### config.mk
export PLATFORM = sky130hd
export DESIGN_NAME = tmh_mode_ctrl
export DESIGN_NICKNAME = d
export VERILOG_FILES = /design/src/rtl/tmh_mode_ctrl.v
export VERILOG_INCLUDE_DIRS = /design/src /design/src/rtl
export SDC_FILE = /design/constraint.sdc
export NUM_CORES = 1
export LEC_CHECK = 0
export ABC_CLOCK_PERIOD_IN_PS = 2800
export BUFFER_PORTS_ARGS = -buffer_cell sky130_fd_sc_hd__buf_2
export CORE_ASPECT_RATIO = 1.2
export CORE_UTILIZATION = 55
export CTS_CLUSTER_DIAMETER = 150
export CTS_CLUSTER_SIZE = 28
export DETAILED_ROUTE_END_ITERATION = 10
export PLACE_DENSITY = 0.88
export SETUP_SLACK_MARGIN = 0.15
export SLEW_MARGIN = 20
export SYNTH_ARGS = -nofsm -noshare
export SYNTH_HDL_FRONTEND = slang
export SYNTH_SLANG_ARGS = --single-unit
### constraint.sdc
create_clock -name core_clk -period 2.8 [get_ports core_clk]
set_input_delay 0.56 -clock core_clk [delete_from_list [all_inputs] [get_ports core_clk]]
set_output_delay 0.56 -clock core_clk [all_outputs]
set_load 0.01 [all_outputs]
### src/rtl/tmh_defines.vh
// Purpose: Constants for the 8-bit timer unit mode control block.
// Assumes: Byte addresses on a 32-bit Avalon-MM register bus.
// Notes:   Behaviour list follows.
`ifndef TMH_DEFINES_VH
`define TMH_DEFINES_VH

// Register byte addresses.
`define TMH_ADDR_MODE     16'hff6c
`define TMH_ADDR_CMP0     16'hff70
`define TMH_ADDR_CMP1     16'hff74
`define TMH_ADDR_STATUS   16'hff78

// Reset values.
`define TMH_MODE_RESET    8'h00
`define TMH_CMP_RESET     8'hff

// Mode register field positions.
`define TMH_BIT_RUN       7
`define TMH_CKS_HI        6
`define TMH_CKS_LO        4
`define TMH_MD_HI         3
`define TMH_MD_LO         2
`define TMH_BIT_LEVEL     1
`define TMH_BIT_OE        0

// Operation mode codes.
`define TMH_MD_INTERVAL   2'h0
`define TMH_MD_CARRIER    2'h1
`define TMH_MD_PWM        2'h2

// Prescaler division exponents (divide by two to the power).
`define TMH_DIV_PRS_4     2
`define TMH_DIV_PRS_16    4
`define TMH_DIV_PRS_64    6
`define TMH_DIV_PRS_4096  12
`define TMH_DIV_SLOW_64   6
`define TMH_DIV_SLOW_32K  15

`endif

### src/rtl/tmh_mode_ctrl.v
// Purpose: 8-bit timer unit with its mode register, count clock
//          selection and interval, carrier and PWM output generation.
// Assumes: slow_osc_tick is a one-cycle pulse per low-speed oscillator
//          period, synchronous to core_clk; core_clk is the peripheral
//          clock.
// Notes:   Registers are reached over Avalon-MM with waitrequest; each
//          access completes at the second edge.
//          Only byte lane 0 carries register data; upper bits read 0 except status bits 10:8.
//          The prohibited mode code parks the output at its idle level.
//
// Register access over Avalon-MM was decided locally.
`timescale 1ns/10ps
`default_nettype none
`include "tmh_defines.vh"

module tmh_mode_ctrl (
  // Clock and reset.
  input  wire        core_clk,
  input  wire        resetn,
  // Avalon-MM slave.
  input  wire [15:0] avs_address,
  input  wire        avs_read,
  input  wire        avs_write,
  input  wire [31:0] avs_writedata,
  input  wire [3:0]  avs_byteenable,
  output reg  [31:0] avs_readdata,
  output wire        avs_waitrequest,
  // Low-speed oscillator tick.
  input  wire        slow_osc_tick,
  // Timer output pin.
  output reg         timer_out,
  output reg         timer_out_oe,
  // Compare match event.
  output reg         match_pulse
);

  // Carrier phase states, one-hot.
  localparam ST_LOW  = 2'b01;
  localparam ST_HIGH = 2'b10;

  // Software-visible registers.
  reg  [7:0]  timer_h1_mode_register;
  reg  [7:0]  cmp0_q;
  reg  [7:0]  second_compare_register;

  // Counter and its free-running count-clock dividers.
  reg  [7:0]  count_q;
  reg  [11:0] prs_div_q;
  reg  [14:0] slow_div_q;

  // Bus handshake state.
  reg         ack_q;

  // Output level, carrier phase and restart tracking.
  reg         out_lvl_q;
  reg  [1:0]  phase_q;
  reg         cmp1_fresh_q;
  reg         run_prev_q;

  // Combinational helpers.
  reg         count_tick;
  reg  [7:0]  limit;
  reg  [31:0] rd_d;

  // Mode register fields.
  wire        run_enable;
  wire [2:0]  clock_select;
  wire [1:0]  mode_select;
  wire        output_idle_level;
  wire        output_enable;

  // Bus decode.
  wire        access;
  wire        wr_go;
  wire        rd_go;
  wire        wr_lane0;
  wire        hit;

  assign run_enable        = timer_h1_mode_register[`TMH_BIT_RUN];
  assign clock_select      = timer_h1_mode_register[`TMH_CKS_HI:`TMH_CKS_LO];
  assign mode_select       = timer_h1_mode_register[`TMH_MD_HI:`TMH_MD_LO];
  assign output_idle_level = timer_h1_mode_register[`TMH_BIT_LEVEL];
  assign output_enable     = timer_h1_mode_register[`TMH_BIT_OE];

  // Returns one when the low bits of a free-running divider are all ones.
  // Bits at or above exp_bits are ignored, so one routine serves every
  // divide ratio of both dividers.
  function div_wrap;
    input [14:0] cnt;
    input integer exp_bits;
    integer i;
    reg all_ones;
    begin
      all_ones = 1'b1;
      for (i = 0; i < 15; i = i + 1) begin
        if (i < exp_bits && !cnt[i]) begin
          all_ones = 1'b0;
        end
      end
      div_wrap = all_ones;
    end
  endfunction

  // Each access is held one cycle by waitrequest and completes at the
  // next edge, where ack_q is high.
  assign access          = (avs_read | avs_write) & ~ack_q;
  assign avs_waitrequest = access;
  assign wr_go           = avs_write & ack_q;
  assign rd_go           = avs_read & ~ack_q;
  assign wr_lane0        = wr_go & avs_byteenable[0];
  assign hit             = (avs_address == `TMH_ADDR_MODE);

  // Acknowledge flag toggles the wait off for one cycle per access.
  // A request still held after its done edge starts a fresh two-cycle
  // access, so back-to-back transfers need no idle cycle between them.
  always @(posedge core_clk) begin
    if (!resetn) begin
      ack_q <= 1'b0;
    end else begin
      ack_q <= access;
    end
  end

  // Mode register, the two compares, and the restart reload tracking.
  // Writes land only at the done edge, where ack_q is high, so a request
  // held through its wait cycle is written exactly once.
  always @(posedge core_clk) begin
    if (!resetn) begin
      timer_h1_mode_register  <= `TMH_MODE_RESET;
      cmp0_q                  <= `TMH_CMP_RESET;
      second_compare_register <= `TMH_CMP_RESET;
      cmp1_fresh_q            <= 1'b0;
    end else begin
      if (wr_lane0 && hit) begin
        // While running only the run bit is taken from a write.
        if (run_enable) begin
          timer_h1_mode_register[`TMH_BIT_RUN] <=
            avs_writedata[`TMH_BIT_RUN];
        end else begin
          timer_h1_mode_register <= avs_writedata[7:0];
        end
      end
      if (wr_lane0 && avs_address == `TMH_ADDR_CMP0) begin
        cmp0_q <= avs_writedata[7:0];
      end
      // A cmp1 write marks the value fresh; a stop consumes it.
      if (wr_lane0 && avs_address == `TMH_ADDR_CMP1) begin
        second_compare_register <= avs_writedata[7:0];
        cmp1_fresh_q            <= 1'b1;
      end else if (!run_enable && run_prev_q) begin
        cmp1_fresh_q <= 1'b0;
      end
    end
  end

  // Read data is captured in the wait cycle and stands at the done edge.
  // Unmapped addresses fall through every branch and read as zero.
  always @* begin
    rd_d = 32'h0000_0000;
    if (hit) begin
      rd_d[7:0] = timer_h1_mode_register;
    end else if (avs_address == `TMH_ADDR_CMP0) begin
      rd_d[7:0] = cmp0_q;
    end else if (avs_address == `TMH_ADDR_CMP1) begin
      rd_d[7:0] = second_compare_register;
    end else if (avs_address == `TMH_ADDR_STATUS) begin
      rd_d[7:0]  = count_q;
      rd_d[8]    = timer_out;
      rd_d[9]    = cmp1_fresh_q;
      rd_d[10]   = (mode_select == 2'h3);
    end
  end

  always @(posedge core_clk) begin
    if (!resetn) begin
      avs_readdata <= 32'h0000_0000;
    end else if (rd_go) begin
      avs_readdata <= rd_d;
    end
  end

  // Free-running prescalers for the peripheral and slow clocks.
  // They never restart on a clock-select change or a start, so the first
  // count after a start may come before a full divided period.
  always @(posedge core_clk) begin
    if (!resetn) begin
      prs_div_q  <= 12'h000;
      slow_div_q <= 15'h0000;
    end else begin
      prs_div_q <= prs_div_q + 12'h001;
      if (slow_osc_tick) begin
        slow_div_q <= slow_div_q + 15'h0001;
      end
    end
  end

  // Count clock selection as a one-cycle enable.
  // The slow codes qualify the divider with the tick itself, so each
  // selected count lasts exactly one core_clk cycle.
  always @* begin
    case (clock_select)
      3'h0: count_tick = 1'b1;
      3'h1: count_tick = div_wrap({3'h0, prs_div_q}, `TMH_DIV_PRS_4);
      3'h2: count_tick = div_wrap({3'h0, prs_div_q}, `TMH_DIV_PRS_16);
      3'h3: count_tick = div_wrap({3'h0, prs_div_q}, `TMH_DIV_PRS_64);
      3'h4: count_tick = div_wrap({3'h0, prs_div_q}, `TMH_DIV_PRS_4096);
      3'h5: count_tick = slow_osc_tick &
                         div_wrap(slow_div_q, `TMH_DIV_SLOW_64);
      3'h6: count_tick = slow_osc_tick &
                         div_wrap(slow_div_q, `TMH_DIV_SLOW_32K);
      default: count_tick = slow_osc_tick;
    endcase
  end

  // Active compare: PWM and interval use cmp0 as period; carrier uses
  // cmp1 for the high phase and cmp0 for the low phase.
  // The phase moves on the match tick, so the new limit applies from the
  // first count of the next phase.
  always @* begin
    if (mode_select == `TMH_MD_CARRIER && phase_q == ST_HIGH) begin
      limit = second_compare_register;
    end else begin
      limit = cmp0_q;
    end
  end

  // Counter, phase and output level.
  // A match clears the counter on the same count tick, so one period is
  // the compare value plus one count clocks; match_pulse follows one
  // cycle after the matching tick.
  always @(posedge core_clk) begin
    if (!resetn) begin
      count_q     <= 8'h00;
      out_lvl_q   <= 1'b0;
      phase_q     <= ST_LOW;
      match_pulse <= 1'b0;
      run_prev_q  <= 1'b0;
    end else begin
      run_prev_q  <= run_enable;
      match_pulse <= 1'b0;
      if (!run_enable) begin
        count_q   <= 8'h00;
        out_lvl_q <= output_idle_level;
        phase_q   <= ST_LOW;
      end else if (count_tick) begin
        if (count_q == limit) begin
          count_q     <= 8'h00;
          match_pulse <= 1'b1;
        end else begin
          count_q <= count_q + 8'h01;
        end
        case (mode_select)
          `TMH_MD_INTERVAL: begin
            if (count_q == limit) begin
              out_lvl_q <= ~out_lvl_q;
            end
          end
          `TMH_MD_CARRIER: begin
            if (count_q == limit) begin
              case (phase_q)
                ST_LOW: begin
                  phase_q   <= ST_HIGH;
                  out_lvl_q <= ~output_idle_level;
                end
                default: begin
                  phase_q   <= ST_LOW;
                  out_lvl_q <= output_idle_level;
                end
              endcase
            end
          end
          `TMH_MD_PWM: begin
            // Active from period start until the duty compare matches.
            if (count_q == limit) begin
              out_lvl_q <= ~output_idle_level;
            end else if (count_q == second_compare_register) begin
              out_lvl_q <= output_idle_level;
            end
          end
          default: begin
            // Prohibited code: the output rests at its idle level.
            out_lvl_q <= output_idle_level;
          end
        endcase
      end
      // Prohibited mode code: hold the idle level on every running cycle,
      // not only on count ticks, so a start never shows a stale level.
      if (run_enable && mode_select == 2'h3) begin
        out_lvl_q <= output_idle_level;
      end
    end
  end

  // Output pin: driven only while the output function is enabled.
  // The pin lags the internal level by one cycle; a disabled output is
  // parked low so the pad never shows a stale level.
  always @(posedge core_clk) begin
    if (!resetn) begin
      timer_out    <= 1'b0;
      timer_out_oe <= 1'b0;
    end else begin
      timer_out    <= output_enable ? out_lvl_q : 1'b0;
      timer_out_oe <= output_enable;
    end
  end

endmodule // tmh_mode_ctrl

`default_nettype wire

# Word-level counts from Yosys, hierarchy flattened
# Index checks and enable logic that the tools add are counted.
# Widths: inputs -> output; s select.
[op_classes]
n_bitwise = 11
muxes = 52
reduce_logical = 16
addsub = 3
n_eq_ne = 21
[op_table]
columns = ["cell", "count"]
rows = [
  ["$eq 16x16->1 const B", 4],
  ["$mux 1", 40],
  ["$mux 8", 5],
  ["$eq 8x8->1", 2],
  ["$add 15x1->15 const B", 1],
  ["$add 12x1->12 const B", 1],
  ["$mux 11", 1],
  ["$eq 3x3->1 const B", 3],
  ["$mux 3", 3],
  ["$add 8x1->8 const B", 1],
  ["$pmux 1 s7", 1],
  ["$and 1x1->1", 6],
  ["$eq 2x2->1 const B", 3],
  ["$eq 3x2->1 const B", 2],
  ["$logic_and 1x1->1", 6],
  ["$reduce_and 2->1", 3],
  ["$reduce_and 3->1", 2],
  ["$ne 5x5->1 const B", 1],
  ["$eq 2x1->1 const B", 2],
  ["$ne 4x2->1 const B", 1],
  ["$ne 4x4->1 const B", 1],
  ["$not 1->1", 4],
  ["$reduce_and 4->1", 1],
  ["$eq 3x1->1 const B", 1],
  ["other kinds (8)", 8],
]
[word_totals]
word_cells = 119
output_inout_bits = 36
regBits = 79
input_bits = 57

# Depth between registers and ports, before layout
[logic_depth]
depth_word = 21
mapped_depth = 9
ltp_nobuf = 8

# Worst setup path after synthesis
# Ideal clock, no wire load.
[synth_path]
kind = "input -> register"
from = "input port avs_address[1]"
to = "register cmp0_q[4]"
stages = 8
t_arrival_ns = 2.228
n_path_buf = 2
setup_time_ns = 0.129
slack_ns = 0.442
required_ns = 2.671
cell_sequence = "or4b_4 nor4_2 and2_1 buf_6 nor4b_4 buf_6 mux2i_1 nand2_1"
[synth_via]
elab_chain_len = 2
[synth_rtl]
columns = ["element", "line_no", "source"]
rows = [
  ["start, declared", "tmh_mode_ctrl.v:21", "input wire [15:0] avs_address,"],
  ["$eq 16x16->1 (no line)", "--", ""],
  ["$logic_and 1x1->1 (no line)", "--", ""],
  ["end signal, assigned", "tmh_mode_ctrl.v:130", "cmp0_q <= `TMH_CMP_RESET;"],
  ["end signal, assigned", "tmh_mode_ctrl.v:144", "cmp0_q <= avs_writedata[7:0];"],
  ["end, declared", "tmh_mode_ctrl.v:43", "reg [7:0] cmp0_q;"],
]
# Every way passes these cells.
# A chain may end at the register's enable or synchronous reset.

# Final worst setup path
[layout_path]
from = "register prs_div_q[0]"
to = "register count_q[3]"
[layout_via]
elab_chain_len = 13
[layout_rtl]
columns = ["element", "line_no", "source"]
rows = [
  ["start, declared", "tmh_mode_ctrl.v:48", "reg [11:0] prs_div_q;"],
  ["start signal, assigned", "tmh_mode_ctrl.v:190", "prs_div_q <= prs_div_q + 12'h001;"],
  ["$mux 1 *", "tmh_mode_ctrl.v:96", "if (i < exp_bits && !cnt[i]) begin"],
  ["$mux 1 *", "--", ""],
  ["$mux 1 (5 in series)", "--", ""],
  ["$mux 1", "tmh_mode_ctrl.v:96", ""],
  ["$mux 1", "--", ""],
  ["$mux 1", "tmh_mode_ctrl.v:96", ""],
  ["$mux 1 (2 in series)", "--", ""],
  ["$pmux 1 s7 *", "tmh_mode_ctrl.v:201", "case (clock_select)"],
  ["end signal, assigned", "tmh_mode_ctrl.v:250", "count_q <= count_q + 8'h01;"],
  ["end, declared", "tmh_mode_ctrl.v:47", "reg [7:0] count_q;"],
]
# Every way passes the cells marked *; elsewhere a longest branch is shown, timed or not.

==> flow_metrics.tcl <==
set metrics [dict create \
    yosys.area.top_type_share_pct 37.4 \
    core_area_um2 7360 \
    antenna_found_initial 0 \
    place.gp.congestion 0.936 \
    yosysSeqAreaShare_pct 37.4 \
    fin_crit_ns 2.42 \
    async_flop_share_pct 0 \
    synth_area_um2 4230 \
    hold_violations 0 \
    critPathLaunchType "flop" \
    cts_hold_buffers 0 \
    critPathKind "flop to flop" \
    rsz0062_at_grt "false" \
    fin_crit_sh_pct 86.3 \
    end_kind "flop" \
    synth_top_area_cell "dfxtp_1" \
    cts_buffers 9 \
    initial_utilization_pct 57.5 \
    numPortBuffers 44 \
    ant_nets 0 \
    post-place-ws_ns 0.299 \
    wirelength_um 9530 \
    ys_warn_count 0 \
    synth_edf_count 0 \
    finalNonFillerCells 607 \
    setup_violations 0 \
    drive_gt1_share_pct 15.9 \
    drtIter0Drc 341 \
    synth.avg_cell_area_um2 8.86 \
    max_freq_mhz 414 \
    ys.flop_type "dfxtp_1" \
    status "finished clean" \
    grt_max_degree 68 \
    grt_overflow_total 0 \
    worst-endpoint-arrival_ns 2.68 \
    clock-root-buffer "clkbuf_8" \
    skew_ns 0.00526 \
    finalSetupTns_ns 0 \
    yosys.cell_types.count 64 \
    ioPinCount 93 \
    cts_resized 0 \
    via_per_inst 5.96 \
    cap_viol_max_count 0 \
    syn_inst 478 \
    die_h_um 98.1 \
    diodes 0 \
    hold_ws_ns 0.455 \
    grt_usage_pct 25.3 \
    drc 0 \
    dieArea_um2 8050 \
    die_w_um 82.1 \
    num_vias 3617 \
    rows 34 \
    required_ns 3.07 \
    max_slew_margin_pct 51.9 \
    post-place-cells 594 \
    htree_levels 3 \
    synth_area_leaders "dfxtp_1 (37%), mux2i_1 (8.0%), nand2_1 (4.3%)" \
    dp_hpwl_um 6850 \
    worstMarginPinSlew_ns 0.722 \
    wire_per_inst_um 15.7 \
    powerDensity_nw_per_um2 460 \
    final.setup.worst_slack_ns 0.385 \
    clk_pin_slew_ns 0.07 \
    area_growth_pct 8.96 \
    grt_pass1_wl_um 15900 \
    cts_tree "yes" \
    first_pass_iters 5 \
    cp_max_fo 16 \
    nNetsFinal 577 \
    cts_setup_buffers 0 \
    ir_drop_uv 333 \
    cts_max_path_buffers 2 \
    hp-class "primary input to flop" \
    clock_latency_ns 0.35 \
    first_global_vias 3545 \
    clkSinkCount 79 \
    drv_slew 0 \
    synth_seq_cells 79 \
    p_leak_nw 1.85 \
]
## final cells by class
class | instances | area (um^2)
clock inverters | 1 | 30.0
fillers | 637 | 2750
well taps | 90 | 113
multi-input cells | 358 | 2390
flip-flops and latches | 79 | 1580
repair buffers | 53 | 288
inverters | 14 | 52.6
clock buffers | 12 | 155
## synth_stat cells (all sizes together) (3+ instances only)
master / number
or2: 3
xnor2: 19
nor3: 7
a211oi: 3
nand2: 49
o21ai: 20
inv: 14
o211ai: 4
or3: 8
nor3b: 8
nor4: 8
and3: 9
dfxtp: 79
a21oi: 13
xor2: 9
nand3: 16
nand4: 10
nand2b: 3
nor2b: 21
a221oi: 7
clkbuf: 16
nor2: 18
a21boi: 8
mux2i: 34
a22oi: 3
ha: 5
and2: 21
buf: 31
## worst max-delay path: stages, from the launching register on
cell and delay (ns):
dfxtp_1 0.37, ha_1 0.21, ha_1 0.18, nand2_1 0.06, o211ai_1 0.17, nor3b_1 0.35, a21oi_2 0.27, or4_1 0.56
a21oi_1 0.18
## registers in the layout, summed over array words and instances, names as in the netlist
register and flops:
slow_div_q 15, prs_div_q 12, avs_readdata 11, cmp0_q 8
count_q 8, second_compare_register 8, timer_h1_mode_register 8, phase_q 2
ack_q 1, cmp1_fresh_q 1, match_pulse 1, out_lvl_q 1
run_prev_q 1, timer_out 1, timer_out_oe 1
## metal layers
layer	share of wire [%]	GRT usage, %
met1	40	30.3
met2	51	42.7
met3	5.6	4.30
met4	3.5	12.1
met5	0	0
## placed cells by master (no fill, tap or decap), types with 18 or more instances in the layout
cell / instances
nor2_1: 18
conb_1: 21
xnor2_1: 19
mux2i_1: 34
nand2_1: 49
o21ai_0: 20
nor2b_1: 21
dfxtp_1: 79
and2_1: 21
buf_2: 44
## final timing paths
check	from	slack, ns	cells after the start	end
max reg2reg	prs_div_q[0]	0.38	8	count_q[3]
min	avs_writedata[4]	0.45	3	second_compare_register[4]
max	prs_div_q[0]	0.38	8	count_q[3]
min reg2reg	prs_div_q[0]	0.49	1	prs_div_q[0]
## stage by stage
| stage | cell area [um^2] | util [%] | power (mW) |
|---|---|---|---|
| after floorplan | 4310 | - | 1.28 |
| after global placement | 4430 | 60.1 | 1.31 |
| after detailed placement | 4430 | 60.1 | 1.32 |
| after CTS | 4610 | 62.7 | 2.13 |
| after global routing | 4610 | 62.7 | 2.19 |
| final | 4610 | 62.7 | 2.12 |
## where the power goes
part / switching [mW] / internal [mW]
Combinational: 0.0842 / 0.0580
Sequential: 0.00995 / 1.14
Clock: 0.384 / 0.447
## kinds of logic after synthesis
logic type      share of synthesized area [%]
simple gates                             26.4
flops                                    37.4
compound gates                           12.9
buf+inv                                  7.89
mux                                      8.04
xor+xnor                                 5.79
fa+ha+maj                                1.48
other cells                            0.0886
Note: power is estimated with default switching activity, not from simulation.
